--- config.mk ---
export PLATFORM = sky130hd
export DESIGN_NAME = fbm_host
export DESIGN_NICKNAME = d
export VERILOG_FILES = /design/src/fbm_pkg.sv /design/src/fbm_host.sv
export VERILOG_INCLUDE_DIRS = /design/src /design/src/src
export SDC_FILE = /design/constraint.sdc
export NUM_CORES = 1
export LEC_CHECK = 0
export BUFFER_PORTS_ARGS = -buffer_cell sky130_fd_sc_hd__buf_2
export CORE_ASPECT_RATIO = 0.7
export CORE_UTILIZATION = 45
export CTS_BUF_LIST = sky130_fd_sc_hd__clkbuf_16
export DETAILED_ROUTE_END_ITERATION = 10
export HOLD_SLACK_MARGIN = 0.05
export PLACE_DENSITY = 0.72
export SYNTH_ARGS = -nofsm -noshare
export SYNTH_HDL_FRONTEND = slang
export SYNTH_SLANG_ARGS = --single-unit
--- constraint.sdc ---
create_clock -name core_clk -period 2.3 [get_ports core_clk]
set_input_delay 0 -clock core_clk [delete_from_list [all_inputs] [get_ports core_clk]]
set_output_delay 0 -clock core_clk [all_outputs]
set_load 0.01 [all_outputs]
--- src/fbm_consts.svh ---
// Timing counts and pin-level constants for the flash bus host controller
`ifndef FBM_CONSTS_SVH
`define FBM_CONSTS_SVH

// ----------------------------------------------------------------------
// Clock and timing
// ----------------------------------------------------------------------
`define FBM_CLK_PERIOD_NS   25
`define FBM_T_ACC_NS        70
`define FBM_T_OE_NS         30
`define FBM_T_WP_NS         35
`define FBM_T_RP_NS         500
`define FBM_SLEEP_EXTRA_NS  30
// Least times round up to whole cycles
`define FBM_CYC(ns) (((ns) + `FBM_CLK_PERIOD_NS - 1) / `FBM_CLK_PERIOD_NS)

// ----------------------------------------------------------------------
// Autoselect address fields
// ----------------------------------------------------------------------
`define FBM_ADDR_MFR        21'h00_0000
`define FBM_ADDR_DEVID      21'h00_0001
`define FBM_ADDR_PROT       21'h00_0002
`define FBM_HV_BIT          9
`define FBM_VARIANT_BIT     8
`define FBM_SECT_LSB        12
`define FBM_PROT_SET        8'h01
`define FBM_LOCK_BIT        0
`define FBM_TMO_BIT         5

`endif

--- src/fbm_pkg.sv ---
// Types shared by the flash bus host controller
package fbm_pkg;

  // ----------------------------------------------------------------------
  // User commands
  // ----------------------------------------------------------------------
  typedef enum logic [2:0] {
    FBM_OP_READ   = 3'b000,
    FBM_OP_WRITE  = 3'b001,
    FBM_OP_RESET  = 3'b010,
    FBM_OP_HV_ID  = 3'b011,
    FBM_OP_PROT   = 3'b100,
    FBM_OP_LOCK   = 3'b101
  } fbm_op_t;

  // ----------------------------------------------------------------------
  // Bus sequencer states
  // ----------------------------------------------------------------------
  typedef enum logic [2:0] {
    FBM_ST_IDLE  = 3'b000,
    FBM_ST_RD    = 3'b001,
    FBM_ST_WR    = 3'b010,
    FBM_ST_WREC  = 3'b011,
    FBM_ST_RST   = 3'b100,
    FBM_ST_DONE  = 3'b101
  } fbm_state_t;

endpackage

--- src/fbm_host.sv ---
// Host controller driving a parallel NOR flash through its pins
`timescale 1ns/100ps
`include "fbm_consts.svh"

// Notes on behaviour
// - Host reports timeout bit on rsp_timeout; reset pulse only on the user reset command.
// - High-voltage autoselect: host raises select pin, reads ID codes.
// - Protect verify: sector address on top bits, 01h protected, 00h not.
// - Command autoselect keeps select pin at logic level.
// - Host holds variant pin high for maker ID.
// - Host writes with write enable and chip select low, output enable high.
module fbm_host
  import fbm_pkg::*;
#(
  parameter int ADDR_W = 21,
  parameter int DATA_W = 16
) (
  // Clock and reset
  input  wire logic              core_clk,
  input  wire logic              rst_n,
  // User command port
  input  wire logic              req_valid,
  input  wire logic [2:0]        req_op,
  input  wire logic [ADDR_W-1:0] req_addr,
  input  wire logic [DATA_W-1:0] req_wdata,
  input  wire logic              word_mode,
  input  wire logic              wp_assert,
  output logic                   req_ready,
  output logic                   rsp_valid,
  output logic [DATA_W-1:0]      rsp_rdata,
  output logic                   rsp_timeout,
  // Flash pins
  output logic                   flash_ce_n,
  output logic                   flash_oe_n,
  output logic                   flash_we_n,
  output logic                   flash_reset_n,
  output logic                   flash_byte_n,
  output logic                   flash_wp_n,
  output logic                   hv_select_addr_pin,
  output logic [ADDR_W-1:0]      flash_addr,
  input  wire logic [DATA_W-1:0] data_lines_i,
  output logic [DATA_W-1:0]      data_lines_o,
  output logic [DATA_W-1:0]      data_lines_oe
);

  // ----------------------------------------------------------------------
  // Timing counts
  // ----------------------------------------------------------------------
  localparam logic [5:0] RD_CYC  = 6'(`FBM_CYC(`FBM_T_ACC_NS) + 1);
  localparam logic [5:0] WR_CYC  = 6'(`FBM_CYC(`FBM_T_WP_NS));
  localparam logic [5:0] RST_CYC = 6'(`FBM_CYC(`FBM_T_RP_NS));
  localparam logic [5:0] REC_CYC = 6'd1;

  // ----------------------------------------------------------------------
  // Pin input synchroniser
  // ----------------------------------------------------------------------
  logic [DATA_W-1:0] din_meta_q;
  logic [DATA_W-1:0] din_sync_q;

  // Data lines come from outside, so two stages before use
  always_ff @(posedge core_clk or negedge rst_n) begin
    if (!rst_n) begin
      din_meta_q <= '0;
      din_sync_q <= '0;
    end else begin
      din_meta_q <= data_lines_i;
      din_sync_q <= din_meta_q;
    end
  end

  // ----------------------------------------------------------------------
  // Sequencer
  // ----------------------------------------------------------------------
  fbm_state_t        state_q, state_d;
  logic [5:0]        cnt_q, cnt_d;
  fbm_op_t           op_q, op_d;
  logic              ce_n_q, ce_n_d;
  logic              oe_n_q, oe_n_d;
  logic              we_n_q, we_n_d;
  logic              rstp_n_q, rstp_n_d;
  logic              byte_n_q, byte_n_d;
  logic              wp_n_q, wp_n_d;
  logic              hv_q, hv_d;
  logic [ADDR_W-1:0] addr_q, addr_d;
  logic [DATA_W-1:0] dout_q, dout_d;
  logic [DATA_W-1:0] doe_q, doe_d;
  logic              rdy_q, rdy_d;
  logic              rv_q, rv_d;
  logic [DATA_W-1:0] rdata_q, rdata_d;
  logic              tmo_q, tmo_d;

  // Mask read data to lines the device drives in the current width
  function automatic logic [DATA_W-1:0] fbm_mask(input logic [DATA_W-1:0] d,
                                                 input logic wide);
    fbm_mask = wide ? d : {{(DATA_W-8){1'b0}}, d[7:0]};
  endfunction

  // Next-state logic; one pin cycle at a time keeps timing easy to check
  always_comb begin
    state_d  = state_q;
    cnt_d    = cnt_q;
    op_d     = op_q;
    ce_n_d   = ce_n_q;
    oe_n_d   = oe_n_q;
    we_n_d   = we_n_q;
    rstp_n_d = rstp_n_q;
    byte_n_d = byte_n_q;
    wp_n_d   = wp_assert ? 1'b0 : 1'b1;
    hv_d     = hv_q;
    addr_d   = addr_q;
    dout_d   = dout_q;
    doe_d    = doe_q;
    rdy_d    = rdy_q;
    rv_d     = 1'b0;
    rdata_d  = rdata_q;
    tmo_d    = tmo_q;
    case (state_q)
      FBM_ST_IDLE: begin
        // Idle: chip deselected so the device sits in standby
        ce_n_d = 1'b1;
        oe_n_d = 1'b1;
        we_n_d = 1'b1;
        doe_d  = '0;
        hv_d   = 1'b0;
        if (req_valid && rdy_q) begin
          op_d     = fbm_op_t'(req_op);
          rdy_d    = 1'b0;
          byte_n_d = word_mode;
          addr_d   = req_addr;
          cnt_d    = '0;
          case (fbm_op_t'(req_op))
            FBM_OP_READ: begin
              ce_n_d = 1'b0;
              oe_n_d = 1'b0;
              state_d = FBM_ST_RD;
            end
            FBM_OP_HV_ID, FBM_OP_PROT, FBM_OP_LOCK: begin
              // Elevated level on the select pin; low bits pick the code
              hv_d = 1'b1;
              ce_n_d = 1'b0;
              oe_n_d = 1'b0;
              if (fbm_op_t'(req_op) == FBM_OP_HV_ID) begin
                addr_d = `FBM_ADDR_MFR | (req_addr & `FBM_ADDR_DEVID);
                addr_d[`FBM_VARIANT_BIT] = 1'b1;
              end else begin
                // Sector address rides on the top bits
                addr_d = {req_addr[ADDR_W-1:`FBM_SECT_LSB],
                          {`FBM_SECT_LSB{1'b0}}} | `FBM_ADDR_PROT;
              end
              state_d = FBM_ST_RD;
            end
            FBM_OP_WRITE: begin
              ce_n_d = 1'b0;
              we_n_d = 1'b0;
              oe_n_d = 1'b1;
              dout_d = req_wdata;
              // Byte mode: upper lines left to the device, bit 15 is A-1
              doe_d  = word_mode ? '1 : {1'b1, 7'h00, 8'hFF};
              if (!word_mode) begin
                dout_d[DATA_W-1] = req_addr[0];
              end
              state_d = FBM_ST_WR;
            end
            FBM_OP_RESET: begin
              rstp_n_d = 1'b0;
              state_d  = FBM_ST_RST;
            end
            default: begin
              // Unknown command is answered with no bus cycle
              state_d = FBM_ST_DONE;
            end
          endcase
        end else begin
          rdy_d = 1'b1;
        end
      end
      FBM_ST_RD: begin
        // Address held stable for access time; sleep does not slow reads
        cnt_d = cnt_q + 6'd1;
        if (cnt_q == RD_CYC) begin
          rdata_d = fbm_mask(din_sync_q, byte_n_q);
          if (op_q == FBM_OP_PROT) begin
            rdata_d = {8'h00, din_sync_q[7:0]};
          end else if (op_q == FBM_OP_LOCK) begin
            rdata_d = {15'h0000, din_sync_q[`FBM_LOCK_BIT]};
          end
          // Timeout flag tells software to send the reset command
          tmo_d  = din_sync_q[`FBM_TMO_BIT];
          oe_n_d = 1'b1;
          ce_n_d = 1'b1;
          state_d = FBM_ST_DONE;
        end
      end
      FBM_ST_WR: begin
        cnt_d = cnt_q + 6'd1;
        if (cnt_q == WR_CYC) begin
          we_n_d  = 1'b1;
          cnt_d   = '0;
          state_d = FBM_ST_WREC;
        end
      end
      FBM_ST_WREC: begin
        // Hold data past the rising write edge, then release the lines
        cnt_d = cnt_q + 6'd1;
        if (cnt_q == REC_CYC) begin
          ce_n_d  = 1'b1;
          doe_d   = '0;
          state_d = FBM_ST_DONE;
        end
      end
      FBM_ST_RST: begin
        cnt_d = cnt_q + 6'd1;
        if (cnt_q == RST_CYC) begin
          rstp_n_d = 1'b1;
          tmo_d    = 1'b0;
          state_d  = FBM_ST_DONE;
        end
      end
      FBM_ST_DONE: begin
        hv_d    = 1'b0;
        rv_d    = 1'b1;
        state_d = FBM_ST_IDLE;
      end
      default: begin
        state_d = FBM_ST_IDLE;
      end
    endcase
  end

  // Register stage; all pins come straight from these flops
  always_ff @(posedge core_clk or negedge rst_n) begin
    if (!rst_n) begin
      state_q  <= FBM_ST_IDLE;
      cnt_q    <= '0;
      op_q     <= FBM_OP_READ;
      ce_n_q   <= 1'b1;
      oe_n_q   <= 1'b1;
      we_n_q   <= 1'b1;
      rstp_n_q <= 1'b1;
      byte_n_q <= 1'b1;
      wp_n_q   <= 1'b1;
      hv_q     <= 1'b0;
      addr_q   <= '0;
      dout_q   <= '0;
      doe_q    <= '0;
      rdy_q    <= 1'b0;
      rv_q     <= 1'b0;
      rdata_q  <= '0;
      tmo_q    <= 1'b0;
    end else begin
      state_q  <= state_d;
      cnt_q    <= cnt_d;
      op_q     <= op_d;
      ce_n_q   <= ce_n_d;
      oe_n_q   <= oe_n_d;
      we_n_q   <= we_n_d;
      rstp_n_q <= rstp_n_d;
      byte_n_q <= byte_n_d;
      wp_n_q   <= wp_n_d;
      hv_q     <= hv_d;
      addr_q   <= addr_d;
      dout_q   <= dout_d;
      doe_q    <= doe_d;
      rdy_q    <= rdy_d;
      rv_q     <= rv_d;
      rdata_q  <= rdata_d;
      tmo_q    <= tmo_d;
    end
  end

  // ----------------------------------------------------------------------
  // Outputs
  // ----------------------------------------------------------------------
  assign req_ready          = rdy_q;
  assign rsp_valid          = rv_q;
  assign rsp_rdata          = rdata_q;
  assign rsp_timeout        = tmo_q;
  assign flash_ce_n         = ce_n_q;
  assign flash_oe_n         = oe_n_q;
  assign flash_we_n         = we_n_q;
  assign flash_reset_n      = rstp_n_q;
  assign flash_byte_n       = byte_n_q;
  assign flash_wp_n         = wp_n_q;
  assign hv_select_addr_pin = hv_q;
  assign flash_addr         = addr_q;
  assign data_lines_o       = dout_q;
  assign data_lines_oe      = doe_q;

endmodule

==> results.ini <==
[routing]
wl_per_cell_um=14.30
antenna_left=0
vias=3343
drt_pass1_iterations=4
dr.first_iter.drc_count=140
drc=0
viasPerCell=4.931
routed_wl_mm=9.697

[place]
gp_congestion=0.8788
io_buffers=139
dpl.hpwl_mm=6.233

[power_and_ir_drop]
power_density_mw_per_mm2=1157
vdd.ir_drop.worst_uv=732.9
total_leakage_power_uw=0.003037
power_uw=6875

[sta]
hold_viol=0
hold_slack_ps=74.46
slew_viol_final=0
max_freq_mhz=485.5
setup-tns-final_ps=0
rsz0062_at_grt=false
worst_pin_slew_ps=806.7
maxSlewHeadroom_pct=46.12
setup_viol=0
fin_skew_ps=7.900
period_minus_slack_ps=2060
fin_crit_sh_pct=89.55

[critical_path]
slowest_delay_ps=590
cp.required_ps=2580
critPathMaxFanout=33
criticalPathCategory=register to register
cp-start-kind=register
crit_chain=nor3_4 -> nand3_2 -> buf_4 -> o41ai_1 -> dlygate4sd3_1 -> o31ai_1
cp_slowest_cell=dlygate4sd3_1
crit_path_end_kind=register
cp.arrival_ps=2340

[yosys]
syn-cell-area_mm2=0.004263
yosysTopAreaCell=dfrtp_1
synth-edff-count=0
yosys-top-cells-area=dfrtp_1, nand2_1, dfstp_2, mux2_2, o21ai_0
synth_nets=424
syn_inst=359
ys_ff_latch=109
synth_ff_type=dfrtp_1
synth.top_cell.area_share_pct=60.46
yosys_warnings=0
synth_seq_area_share_pct=64.16
yosysUniqueCellTypes=47
avgSynthCellArea_um2=11.87
synthArstFlopShare_pct=100.0

[cells_and_area]
antennaDiodeCount=0
fin_util_pct=65.00
nets=614
drive_gt1_share_pct=35.38
syn_to_final_growth_pct=39.42

[worst_hold_path]
min_path_type=input pin to register

[floorplan]
num_rows=29
ioPinCount=140
fp.coreArea_mm2=0.009144
fp.dieW_um=118.3
die_area_mm2=0.009872
initial_core_util_pct=46.62
dieHeight_um=83.43

[grt]
antenna_found_initial=0
grt_pass1_wl_mm=16.19
grt.overflow.total=0
grt_pass1_vias=3293
grt_util_all_layers_pct=20.96
grt_max_degree=74

[status]
outcome=finished, final reports clean

[clock_tree]
cts_resized=0
clk_pin_slew_worst_paths_ps=70
clk_latency_ps=350
cts_max_level=3
root_buffer=clkbuf_16
max-clock-path-buffers=2
cts_tree=built
clock_sinks=109
numCtsBuffers=9

[run]
cap_violations=0

==> layout by cell type, fill, tap and decap left out, types with 2 or more instances in the layout <==
cell type	count
nor3_1	2
clkbuf_16	9
nor4_1	2
or3_1	2
o21a_1	2
o31ai_1	3
ha_1	4
nand3b_1	2
dlygate4sd3_1	60
and2_1	3
inv_8	2
a21boi_0	4
inv_1	10
nand3_1	13
dfrtp_1	103
nand2_1	65
o21ai_1	3
nor2_1	15
buf_4	10
xnor2_1	4
a22o_1	10
nand2b_1	3
buf_2	138
dfstp_2	6
mux2_2	13
a21oi_1	5
o21ai_0	24
mux2_4	7
a31oi_1	4
==> cells in the mapped netlist (3+ instances only) <==
library cell and number:
mux2_4 7, mux2_2 13, a22o_1 10, xnor2_1 4
o21ai_0 24, nor2_1 15, dfrtp_1 103, nand2b_1 3
dfstp_2 6, o31ai_1 3, clkbuf_1 14, a31oi_1 4
nand2_1 65, nand3_1 13, o21ai_1 3, a21oi_1 5
ha_1 4, buf_4 15, inv_1 10, and2_1 3
a21boi_0 4
==> cell families after synthesis <==
kind of cell    count (synthesis)  share of synthesized area (%)
mux                            20                          5.900
flops                         109                          64.16
simple gates                  116                          12.59
fa+ha+maj                       4                          1.174
xor+xnor                        5                          1.027
buf+inv                        40                          5.019
compound gates                 65                          10.13
==> worst max-delay path: cells and delay by family, from the launching register on <==
family / cells / cell delay (ps)
AOI/OAI and AO/OA: 2 / 340
buffers and inverters: 2 / 850
DFF: 1 / 450
and+or+nand+nor: 2 / 340
==> flip-flops by register name, indices dropped and copies added, names as in the netlist <==
register and flops:
data_lines_oe 2, op_q 3, flash_addr 21, flash_ce_n 1
rsp_rdata 16, state_q 3, cnt_q 6, req_ready 1
hv_select_addr_pin 1, rsp_valid 1, din_sync_q 16, flash_we_n 1
rsp_timeout 1, flash_wp_n 1, flash_byte_n 1, flash_oe_n 1
flash_reset_n 1, data_lines_o 16, din_meta_q 16
==> cell type report <==
class,count,area [um2]
well taps,124,155.1
clock buffers,9,225.2
repair buffers,209,1386
multi-input cells,210,1314
fillers,691,3201
clock inverters,7,90.09
flip-flops and latches,109,2735
inverters,10,37.54
==> power breakdown <==
| part | leakage (uW) | total, uW | internal [uW] | switching (uW) |
|---|---|---|---|---|
| clock | 0.000153 | 1600 | 871 | 731 |
| combinational | 0.00153 | 2350 | 1090 | 1260 |
| sequential | 0.00136 | 2920 | 2530 | 395 |
| total | 0.00304 | 6880 | 4490 | 2380 |
==> timing repair <==
| item | in CTS | in global routing |
|---|---|---|
| hold endpoints to repair | 95 | 0 |
| endpoints found under the setup margin | 0 | 0 |
| buffers inserted | 0 | 0 |
| hold buffers | 60 | 0 |
==> worst paths after layout <==
kind	startpoint	end	slack, ps	depth (start not counted)
max in group asynchronous	rst_n	flash_wp_n	1390	3
hold / removal	req_op[1]	flash_addr[8]	70	3
setup reg to reg	state_q[0]	flash_reset_n	240	6
setup / recovery	state_q[0]	flash_reset_n	240	6
hold reg to reg	din_meta_q[11]	din_sync_q[11]	340	0
min in group asynchronous	rst_n	data_lines_oe[7]	160	2
==> stage by stage <==
| stage | setup slack, ps | instance area (um2) | std cells |
|---|---|---|---|
| finish | 240.3 | 5943 | 678 |
| global route | 119.8 | 5943 | 678 |
| CTS | 285.5 | 5943 | 678 |
| detailed placement | 344.8 | 5027 | 602 |
| global placement | 420.5 | 5027 | 602 |
| floorplan | 426.8 | 4263 | 359 |
==> routing by layer <==
layer,global-route usage (%),vias up,part of all wire [%]
met4,4.429,0,0.70
li1,-,1593,-
met1,27.98,1613,45
met5,0,-,0
met2,34.22,129,48
met3,5.975,8,7.0
No activity file was read; power rests on OpenSTA's default activity.
